## src/verilog/dss_pkg.sv

```systemverilog
package dss_pkg;
	localparam int CLK_PERIOD_NS = 10;
	localparam int MS_NS = 1_000_000;
	localparam int TICK_CYCLES = MS_NS / CLK_PERIOD_NS;
	localparam logic [7:0] INIT_TIME_MS = 8'h41;
	localparam logic [7:0] ZERO_DLY_MS = 8'h02;
	localparam logic [7:0] STRAP_DLY0_MS = 8'h05;
	localparam logic [7:0] STRAP_DLY1_MS = 8'h0A;
	localparam logic [7:0] STRAP_DLY2_MS = 8'h14;
	localparam logic [7:0] STRAP_RAMP0_MS = 8'h02;
	localparam logic [7:0] STRAP_RAMP1_MS = 8'h05;
	localparam logic [11:0] TRACK_MIN_MV = 12'h0C8;
	localparam logic [11:0] TARGET_RST = 12'h3E8;
	localparam logic [31:0] TIMING_RST = 32'h0205_0205;
	localparam int STRAP_CODES = 34;
	// Strap entry: [8] half ratio, [7:6] tracking channel, [5] ch2 ramp,
	// [4] ch1 ramp, [3:2] ch2 delay, [1:0] ch1 delay
	localparam logic [8:0] STRAP_TABLE [STRAP_CODES] = '{
		9'h000, 9'h020, 9'h010, 9'h030, 9'h004, 9'h024, 9'h014, 9'h034,
		9'h001, 9'h021, 9'h011, 9'h031, 9'h002, 9'h032, 9'h008, 9'h028,
		9'h018, 9'h038, 9'h080, 9'h180, 9'h090, 9'h190, 9'h081, 9'h181,
		9'h091, 9'h191, 9'h040, 9'h140, 9'h060, 9'h160, 9'h044, 9'h144,
		9'h064, 9'h164};
	localparam logic [4:0] ADDR_CTRL = 5'h00;
	localparam logic [4:0] ADDR_TIMING1 = 5'h04;
	localparam logic [4:0] ADDR_TIMING2 = 5'h08;
	localparam logic [4:0] ADDR_TRACK = 5'h0C;
	localparam logic [4:0] ADDR_TARGET1 = 5'h10;
	localparam logic [4:0] ADDR_TARGET2 = 5'h14;
	localparam logic [4:0] ADDR_STATUS = 5'h18;
	typedef enum logic [2:0] {
		ST_OFF = 3'h0,
		ST_ON_DLY = 3'h1,
		ST_RISE = 3'h3,
		ST_ON = 3'h2,
		ST_OFF_DLY = 3'h6,
		ST_FALL = 3'h7,
		ST_TRACK = 3'h5
	} dss_state_type;
	typedef struct packed {
		logic [7:0] offRamp;
		logic [7:0] offDly;
		logic [7:0] onRamp;
		logic [7:0] onDly;
	} dss_timing_type;
	typedef struct packed {
		dss_timing_type tm;
		logic [11:0] target;
		logic immOff;
		logic track;
	} dss_cfg_type;
	typedef struct packed {
		logic stageOn;
		logic [11:0] level;
	} dss_chan_out_type;
	typedef struct packed {
		dss_state_type st;
		logic [7:0] cnt;
		logic [11:0] level;
		logic stageOn;
	} dss_chan_type;
endpackage : dss_pkg

```

## src/verilog/dss_sequencer.sv

```systemverilog
// Implementation choices: the register offsets and the Avalon-MM interface to the registers.
`timescale 1ns/10ps
module dss_sequencer import dss_pkg::*; #(
	parameter int TICK_COUNT = TICK_CYCLES
) (
	input wire logic core_clk, // 100 MHz clock
	input wire logic rst, // Async reset, active high
	input wire logic [4:0] avs_address, // Byte address
	input wire logic avs_read, // Read request
	input wire logic avs_write, // Write request
	input wire logic [31:0] avs_writedata, // Write data
	input wire logic [3:0] avs_byteenable, // Write byte lanes
	output logic [31:0] avs_readdata, // Read data
	output logic avs_waitrequest, // Stall
	input wire logic enablePin, // Output enable pin
	input wire logic [5:0] strapCode, // Digitised strap resistor code
	input wire logic [11:0] trackRefMv, // tracking_ref_plus minus tracking_ref_minus, mV
	output dss_chan_out_type [1:0] chOut, // Per-channel stage enable and level
	output logic initDone // Initialisation finished
);
	logic [31:0] tickCnt, next_tickCnt;
	logic tick, next_tick;
	logic [7:0] initCnt, next_initCnt;
	logic next_initDone;
	logic enMeta, enSync;
	logic [5:0] strapMeta, strapSync, strapLatch, next_strapLatch;
	logic [11:0] refMeta, refSync;
	logic [2:0] ctrl, next_ctrl;
	dss_timing_type timing [2];
	dss_timing_type next_timing [2];
	logic [2:0] trackReg, next_trackReg;
	logic [11:0] target [2];
	logic [11:0] next_target [2];
	logic next_waitrequest;
	logic [31:0] next_readdata;
	logic [8:0] strapEntry;
	dss_cfg_type cfg [2];
	dss_chan_type chan [2];
	dss_chan_type next_chan [2];
	logic [11:0] scaledRef;
	logic [31:0] statusWord;

	always_ff @(posedge core_clk or posedge rst) begin
		if (rst) begin
			enMeta <= 1'b0;
			enSync <= 1'b0;
			strapMeta <= 6'h00;
			strapSync <= 6'h00;
			refMeta <= 12'h000;
			refSync <= 12'h000;
		end else begin
			enMeta <= enablePin;
			enSync <= enMeta;
			strapMeta <= strapCode;
			strapSync <= strapMeta;
			refMeta <= trackRefMv;
			refSync <= refMeta;
		end
	end

	// Millisecond tick and power-up initialisation
	always_comb begin
		next_tick = 1'b0;
		next_tickCnt = tickCnt + 32'h0000_0001;
		if (tickCnt >= 32'(TICK_COUNT - 1)) begin
			next_tickCnt = 32'h0000_0000;
			next_tick = 1'b1;
		end
		next_initCnt = initCnt;
		next_initDone = initDone;
		next_strapLatch = strapLatch;
		if (!initDone && tick) begin
			if (initCnt <= 8'h01) begin
				next_initDone = 1'b1;
				next_strapLatch = strapSync;
			end else begin
				next_initCnt = initCnt - 8'h01;
			end
		end
	end

	always_ff @(posedge core_clk or posedge rst) begin
		if (rst) begin
			tickCnt <= 32'h0000_0000;
			tick <= 1'b0;
			initCnt <= INIT_TIME_MS;
			initDone <= 1'b0;
			strapLatch <= 6'h00;
		end else begin
			tickCnt <= next_tickCnt;
			tick <= next_tick;
			initCnt <= next_initCnt;
			initDone <= next_initDone;
			strapLatch <= next_strapLatch;
		end
	end

	function automatic logic [31:0] merge(input logic [31:0] old, input logic [31:0] wd,
			input logic [3:0] be);
		logic [31:0] res;
		res = old;
		for (int b = 0; b < 4; b++) begin
			if (be[b]) begin
				res[8*b +: 8] = wd[8*b +: 8];
			end
		end
		return res;
	endfunction : merge

	assign statusWord = {10'h000, strapLatch, 7'h00, chan[1].stageOn, chan[0].stageOn,
		chan[1].st, chan[0].st, initDone};

	// Register bus: once initDone is set, one wait cycle, then one cycle with waitrequest low
	always_comb begin
		logic [31:0] t;
		t = 32'h0000_0000;
		next_ctrl = ctrl;
		next_timing = timing;
		next_trackReg = trackReg;
		next_target = target;
		next_waitrequest = 1'b1;
		next_readdata = avs_readdata;
		if ((avs_read || avs_write) && avs_waitrequest && initDone) begin
			next_waitrequest = 1'b0;
			unique case (avs_address)
				ADDR_CTRL: next_readdata = {29'h0000_0000, ctrl};
				ADDR_TIMING1: next_readdata = timing[0];
				ADDR_TIMING2: next_readdata = timing[1];
				ADDR_TRACK: next_readdata = {29'h0000_0000, trackReg};
				ADDR_TARGET1: next_readdata = {20'h0_0000, target[0]};
				ADDR_TARGET2: next_readdata = {20'h0_0000, target[1]};
				ADDR_STATUS: next_readdata = statusWord;
				default: next_readdata = 32'h0000_0000;
			endcase
		end
		if (avs_write && !avs_waitrequest) begin
			unique case (avs_address)
				ADDR_CTRL: begin
					t = merge({29'h0000_0000, ctrl}, avs_writedata, avs_byteenable);
					next_ctrl = t[2:0];
				end
				ADDR_TIMING1: next_timing[0] = merge(timing[0], avs_writedata, avs_byteenable);
				ADDR_TIMING2: next_timing[1] = merge(timing[1], avs_writedata, avs_byteenable);
				ADDR_TRACK: begin
					t = merge({29'h0000_0000, trackReg}, avs_writedata, avs_byteenable);
					next_trackReg = t[2:0];
				end
				ADDR_TARGET1: begin
					t = merge({20'h0_0000, target[0]}, avs_writedata, avs_byteenable);
					next_target[0] = t[11:0];
				end
				ADDR_TARGET2: begin
					t = merge({20'h0_0000, target[1]}, avs_writedata, avs_byteenable);
					next_target[1] = t[11:0];
				end
				default: t = 32'h0000_0000;
			endcase
		end
	end

	always_ff @(posedge core_clk or posedge rst) begin
		if (rst) begin
			ctrl <= 3'h0;
			timing[0] <= TIMING_RST;
			timing[1] <= TIMING_RST;
			trackReg <= 3'h0;
			target[0] <= TARGET_RST;
			target[1] <= TARGET_RST;
			avs_waitrequest <= 1'b1;
			avs_readdata <= 32'h0000_0000;
		end else begin
			ctrl <= next_ctrl;
			timing <= next_timing;
			trackReg <= next_trackReg;
			target <= next_target;
			avs_waitrequest <= next_waitrequest;
			avs_readdata <= next_readdata;
		end
	end

	function automatic logic [7:0] strapDly(input logic [1:0] code);
		return (code == 2'h0) ? STRAP_DLY0_MS : (code == 2'h1) ? STRAP_DLY1_MS : STRAP_DLY2_MS;
	endfunction : strapDly

	// Configuration: ctrl[0] selects bus settings over the strap
	assign strapEntry = (strapLatch < 6'(STRAP_CODES)) ? STRAP_TABLE[strapLatch] : 9'h000;
	assign scaledRef = (ctrl[0] ? trackReg[2] : strapEntry[8]) ? {1'b0, refSync[11:1]} : refSync;

	always_comb begin
		for (int i = 0; i < 2; i++) begin
			cfg[i].target = target[i];
			cfg[i].immOff = ctrl[1 + i];
			if (ctrl[0]) begin
				cfg[i].tm = timing[i];
				cfg[i].track = trackReg[i] && !(i == 0 && trackReg[1]);
			end else begin
				cfg[i].tm.onDly = strapDly(strapEntry[2*i +: 2]);
				cfg[i].tm.offDly = strapDly(strapEntry[2*i +: 2]);
				cfg[i].tm.onRamp = strapEntry[4 + i] ? STRAP_RAMP1_MS : STRAP_RAMP0_MS;
				cfg[i].tm.offRamp = strapEntry[4 + i] ? STRAP_RAMP1_MS : STRAP_RAMP0_MS;
				cfg[i].track = strapEntry[7:6] == 2'(i + 1);
			end
		end
	end

	// Independent sequencing machine per channel
	for (genvar c = 0; c < 2; c++) begin : g_chan
		logic [11:0] onStep, offStep, trackLevel;
		assign onStep = (cfg[c].tm.onRamp == 8'h00) ? cfg[c].target :
			cfg[c].target / {4'h0, cfg[c].tm.onRamp};
		assign offStep = (cfg[c].tm.offRamp == 8'h00) ? cfg[c].target :
			cfg[c].target / {4'h0, cfg[c].tm.offRamp};
		assign trackLevel = (scaledRef < TRACK_MIN_MV) ? 12'h000 :
			(scaledRef > cfg[c].target) ? cfg[c].target : scaledRef;

		always_comb begin
			next_chan[c] = chan[c];
			if (tick && chan[c].cnt != 8'h00) begin
				next_chan[c].cnt = chan[c].cnt - 8'h01;
			end
			unique case (chan[c].st)
				ST_OFF: begin
					next_chan[c].level = 12'h000;
					next_chan[c].stageOn = 1'b0;
					if (initDone && enSync && cfg[c].track) begin
						next_chan[c].st = ST_TRACK;
					end else if (initDone && enSync) begin
						next_chan[c].st = ST_ON_DLY;
						next_chan[c].cnt = (cfg[c].tm.onDly == 8'h00) ? ZERO_DLY_MS :
							cfg[c].tm.onDly;
					end
				end
				ST_ON_DLY: begin
					if (!enSync) begin
						next_chan[c].st = ST_OFF;
					end else if (chan[c].cnt == 8'h00) begin
						next_chan[c].st = ST_RISE;
						next_chan[c].stageOn = 1'b1;
						next_chan[c].cnt = cfg[c].tm.onRamp;
					end
				end
				ST_RISE: begin
					if (!enSync) begin
						next_chan[c].st = ST_OFF_DLY;
						next_chan[c].cnt = cfg[c].tm.offDly;
					end else if (chan[c].cnt == 8'h00) begin
						next_chan[c].level = cfg[c].target;
						next_chan[c].st = ST_ON;
					end else if (tick) begin
						next_chan[c].level = (cfg[c].target - chan[c].level > onStep) ?
							chan[c].level + onStep : cfg[c].target;
					end
				end
				ST_ON: begin
					next_chan[c].level = cfg[c].target;
					if (!enSync) begin
						next_chan[c].st = ST_OFF_DLY;
						next_chan[c].cnt = cfg[c].tm.offDly;
					end
				end
				ST_OFF_DLY: begin
					if (enSync) begin
						next_chan[c].st = ST_RISE;
						next_chan[c].cnt = cfg[c].tm.onRamp;
					end else if (chan[c].cnt == 8'h00) begin
						if (cfg[c].immOff || cfg[c].tm.offRamp == 8'h00) begin
							next_chan[c].st = ST_OFF;
							next_chan[c].stageOn = 1'b0;
							next_chan[c].level = 12'h000;
						end else begin
							next_chan[c].st = ST_FALL;
							next_chan[c].cnt = cfg[c].tm.offRamp;
						end
					end
				end
				ST_FALL: begin
					if (chan[c].cnt == 8'h00 || chan[c].level == 12'h000) begin
						next_chan[c].st = ST_OFF;
						next_chan[c].stageOn = 1'b0;
						next_chan[c].level = 12'h000;
					end else if (tick) begin
						next_chan[c].level = (chan[c].level > offStep) ?
							chan[c].level - offStep : 12'h000;
					end
				end
				ST_TRACK: begin
					next_chan[c].level = trackLevel;
					next_chan[c].stageOn = 1'b1;
					if (!enSync && trackLevel == 12'h000) begin
						next_chan[c].st = ST_OFF;
						next_chan[c].stageOn = 1'b0;
					end
				end
				default: next_chan[c].st = ST_OFF;
			endcase
		end

		always_ff @(posedge core_clk or posedge rst) begin
			if (rst) begin
				chan[c] <= '{st: ST_OFF, cnt: 8'h00, level: 12'h000, stageOn: 1'b0};
			end else begin
				chan[c] <= next_chan[c];
			end
		end

		assign chOut[c] = '{stageOn: chan[c].stageOn, level: chan[c].level};

	end
endmodule : dss_sequencer

```

## config.mk

```make
export PLATFORM = sky130hd
export DESIGN_NAME = dss_sequencer
export DESIGN_NICKNAME = d
export VERILOG_FILES = /design/src/verilog/dss_pkg.sv /design/src/verilog/dss_sequencer.sv
export SDC_FILE = /design/constraint.sdc
export NUM_CORES = 2
export LEC_CHECK = 0
export ABC_AREA = 1
export BUFFER_PORTS_ARGS = -buffer_cell sky130_fd_sc_hd__buf_2
export CAP_MARGIN = 20
export CORE_UTILIZATION = 65
export DETAILED_ROUTE_END_ITERATION = 6
export PLACE_DENSITY = 0.89
export SETUP_SLACK_MARGIN = 0.3
export SYNTH_ARGS = -nofsm -noshare
export SYNTH_HDL_FRONTEND = slang
export SYNTH_SLANG_ARGS = --single-unit
```

## constraint.sdc

```tcl
create_clock -name core_clk -period 24.3 [get_ports core_clk]
set_input_delay 1.215 -clock core_clk [delete_from_list [all_inputs] [get_ports core_clk]]
set_output_delay 1.215 -clock core_clk [all_outputs]
set_load 0.05 [all_outputs]
```

==> run metrics <==
Synth Register Bits=261; IO Pins=124; Routed Antenna Nets=0; vias in the first global route=29325; Post-route DRC=3; Worst-Margin Slew=1.18 ns; first-pass GRT wire length=151000 um; Pins Over Slew Limit=0; cts hold-fix bufs=0; DP HPWL=74500 um; final critical-path required period=22.37 ns; CTS sink cnt=261; worst-skew pair later-pin latency=0.60 ns; fin nets=4969; first-pass iteration count of the detailed router=7; Critical Path End Type=flop; Site Rows=79; Hold Crit Class=reg2reg; Reg2Reg Setup Slack=1.93 ns; largest cells by area after synthesis=dfrtp_1, ha_1, nand2_1, inv_1, o21ai_0; Top FF cell, synth=dfrtp_1; final number of setup-violating endpoints=0; cell family with most CP delay=compound AO/OA/AOI/OAI gates; initial antenna violation count=2; share of cells above drive strength 1=12.4%; Reg area=0.00657 sq mm; top cell type's share of synthesized area=19.1%; Slowest-stage cell, CP=fa_1; Root Driver=clkbuf_16; Max Fclk=44.7 MHz; ys async rst share=100%; Crit Path Category=reg2reg; PnR worst setup slack=1.93 ns; drt via density=6.12; GR Overflow Total=0; Final Cycle Share=92.1%; Final Skew=0.0145 ns; Worst setup SP type=flop; pre-CTS WS=0.0889 ns; Syn Area/Cell=6.95 sq um; htree depth=1; Max-slew headroom=20.6%; die footprint=0.0482 sq mm; Syn Std Cell Area=0.0307 sq mm; RSZ-0062 raised after global routing=no; EDFF count, synth=0; Reg clk slew, reported paths=0.07 ns; port bufs=123; failing checks=DRC; CTS buffer count=29; largest stage delay on the critical path=0.40 ns; deepest clock path buffer count=3; Final Util=71.6%; YS warnings=0; DR vias=31422; WL/cell=18.9 um; pin count of the biggest net entering global routing=136; Placed Instances=5035; CTS tree=done; Finished Layout Cells=5132; core area=0.0466 sq mm; CP arrival=22.88 ns; global placement routability congestion=1.05; Final Hold Violating Endpoints=0; most used cell, CP=nand2_1; die height=219 um; Critical Path Fanout Max=30; status=finished, violations left; Final TNS setup=0 ns; area grow syn2layout=8.50%; initial core utilization=66.0%; Fillers=3778; WL final=97100 um; Worst Path Buf+Inv=13; Iteration-0 DRC Markers=3029; Tot GR Track Use=39.5%; WP data required=24.81 ns; Chip Width=219 um; area occupied by multi-input gates=0.0214 sq mm; Syn Inst Count=4419; Synth area leader=dfrtp_1; max cap viols=0; Synth cell types=82; sequential share of the synthesized area=21.4%
==> cell usage after synthesis (26+ instances only) <==
library cell  number
nand2_1          991
inv_1            581
o21ai_0          405
ha_1             399
nor2_1           293
dfrtp_1          234
a21oi_1          225
nand3_1          164
xor2_1           123
clkbuf_1         106
xnor2_1           84
a21o_1            57
or2_2             54
o21ai_1           43
nand4_1           40
o21bai_1          39
nor3_1            36
nand2_2           35
o211ai_1          35
o21ai_2           34
buf_4             28
dfstp_2           27
nand3_2           26
==> area by class of cell <==
cell class / count / share of cell area [%]
Clock inverter: 18 / 0.826
Sequential cell: 261 / 19.7
Multi-Input combinational cell: 3404 / 64.3
Inverter: 608 / 6.97
Tap cell: 607 / 2.28
Timing Repair Buffer: 196 / 3.60
Clock buffer: 36 / 2.35
Antenna cell: 2 / 0.0150
==> stage by stage <==
step / hold slack, ns / instance area, sq um
after global placement: 0.332 / 31600
after global routing: 0.356 / 33300
after detailed placement: 0.336 / 31600
final: 0.348 / 33300
after CTS: 0.350 / 32700
after floorplan: 0.331 / 30800
==> layer usage <==
layer	GRT usage [%]	share of wire, %	routed length, um	vias up
li1	-	-	-	14928
met1	50.3	40	38500	14539
met2	62.4	44	42700	1579
met3	8.44	11	10200	374
met4	21.0	5.8	5670	2
met5	0	0.013	13	-
==> cells by family (layout without fill, tap and decap cells) <==
group | after synthesis | in the layout | synth area share (%)
mux | 5 | 5 | 0.167
other cells | 1 | 17 | 0.0122
simple gates | 1738 | 1740 | 25.3
flops | 261 | 261 | 21.4
buf+inv | 770 | 858 | 10.1
xor+xnor | 207 | 207 | 5.90
compound gates | 1032 | 1032 | 20.5
fa+ha+maj | 405 | 405 | 16.6
==> final timing paths <==
path / start / endpoint / depth (start not counted)
worst max register to register: ctrl[0] / chOut[17] / 146
worst min register to register: refMeta[7] / refSync[7] / 0
worst max-delay path: ctrl[0] / chOut[17] / 146
max in group asynchronous: rst / ctrl[0] / 3
worst min-delay path: refMeta[7] / refSync[7] / 0
min in group asynchronous: rst / tickCnt[17] / 2
==> registers in the layout, indices dropped and copies added, names as in the netlist, 3 cells and up <==
name          count
avs_readdata     32
cfg              24
chOut            26
chan             22
ctrl              3
initCnt           8
refMeta          12
refSync          12
strapLatch        6
strapMeta         6
strapSync         6
tickCnt          32
timing           64
trackReg          3
==> placed cells by master, fill, tap and decap left out, types with 15 or more instances in the layout <==
cell type | synthesis | layout
nand2_1 | 991 | 980
o211ai_1 | 35 | 35
clkbuf_16 | 0 | 29
buf_2 | 13 | 123
inv_1 | 581 | 576
nand4_1 | 40 | 40
nand3_1 | 164 | 163
nor3_1 | 36 | 34
buf_4 | 28 | 67
nand2_4 | 20 | 23
nor4_1 | 22 | 22
xor2_1 | 123 | 123
a21o_1 | 57 | 57
o21ai_0 | 405 | 386
nand2_2 | 35 | 43
inv_2 | 18 | 15
xnor2_1 | 84 | 84
ha_1 | 399 | 399
nand3_2 | 26 | 26
dfstp_2 | 27 | 27
o21bai_1 | 39 | 35
o2111ai_1 | 21 | 21
or2_2 | 54 | 53
a31oi_1 | 16 | 16
conb_1 | 1 | 15
o21ai_2 | 34 | 35
o21ai_1 | 43 | 56
nor2_1 | 293 | 284
dfrtp_1 | 234 | 232
o221ai_1 | 22 | 22
a21oi_1 | 225 | 213
a211oi_1 | 17 | 17
==> repair_timing <==
action                                  CTS  global route
cloned                                    0             2
resized for setup                         2            98
setup buffers                             0            38
pin swaps                                 0            17
endpoints found under the setup margin    5            24
Power is left out: the tool's default activity adds up to more than one toggle a clock period on the data nets, which glitch-free logic cannot reach.
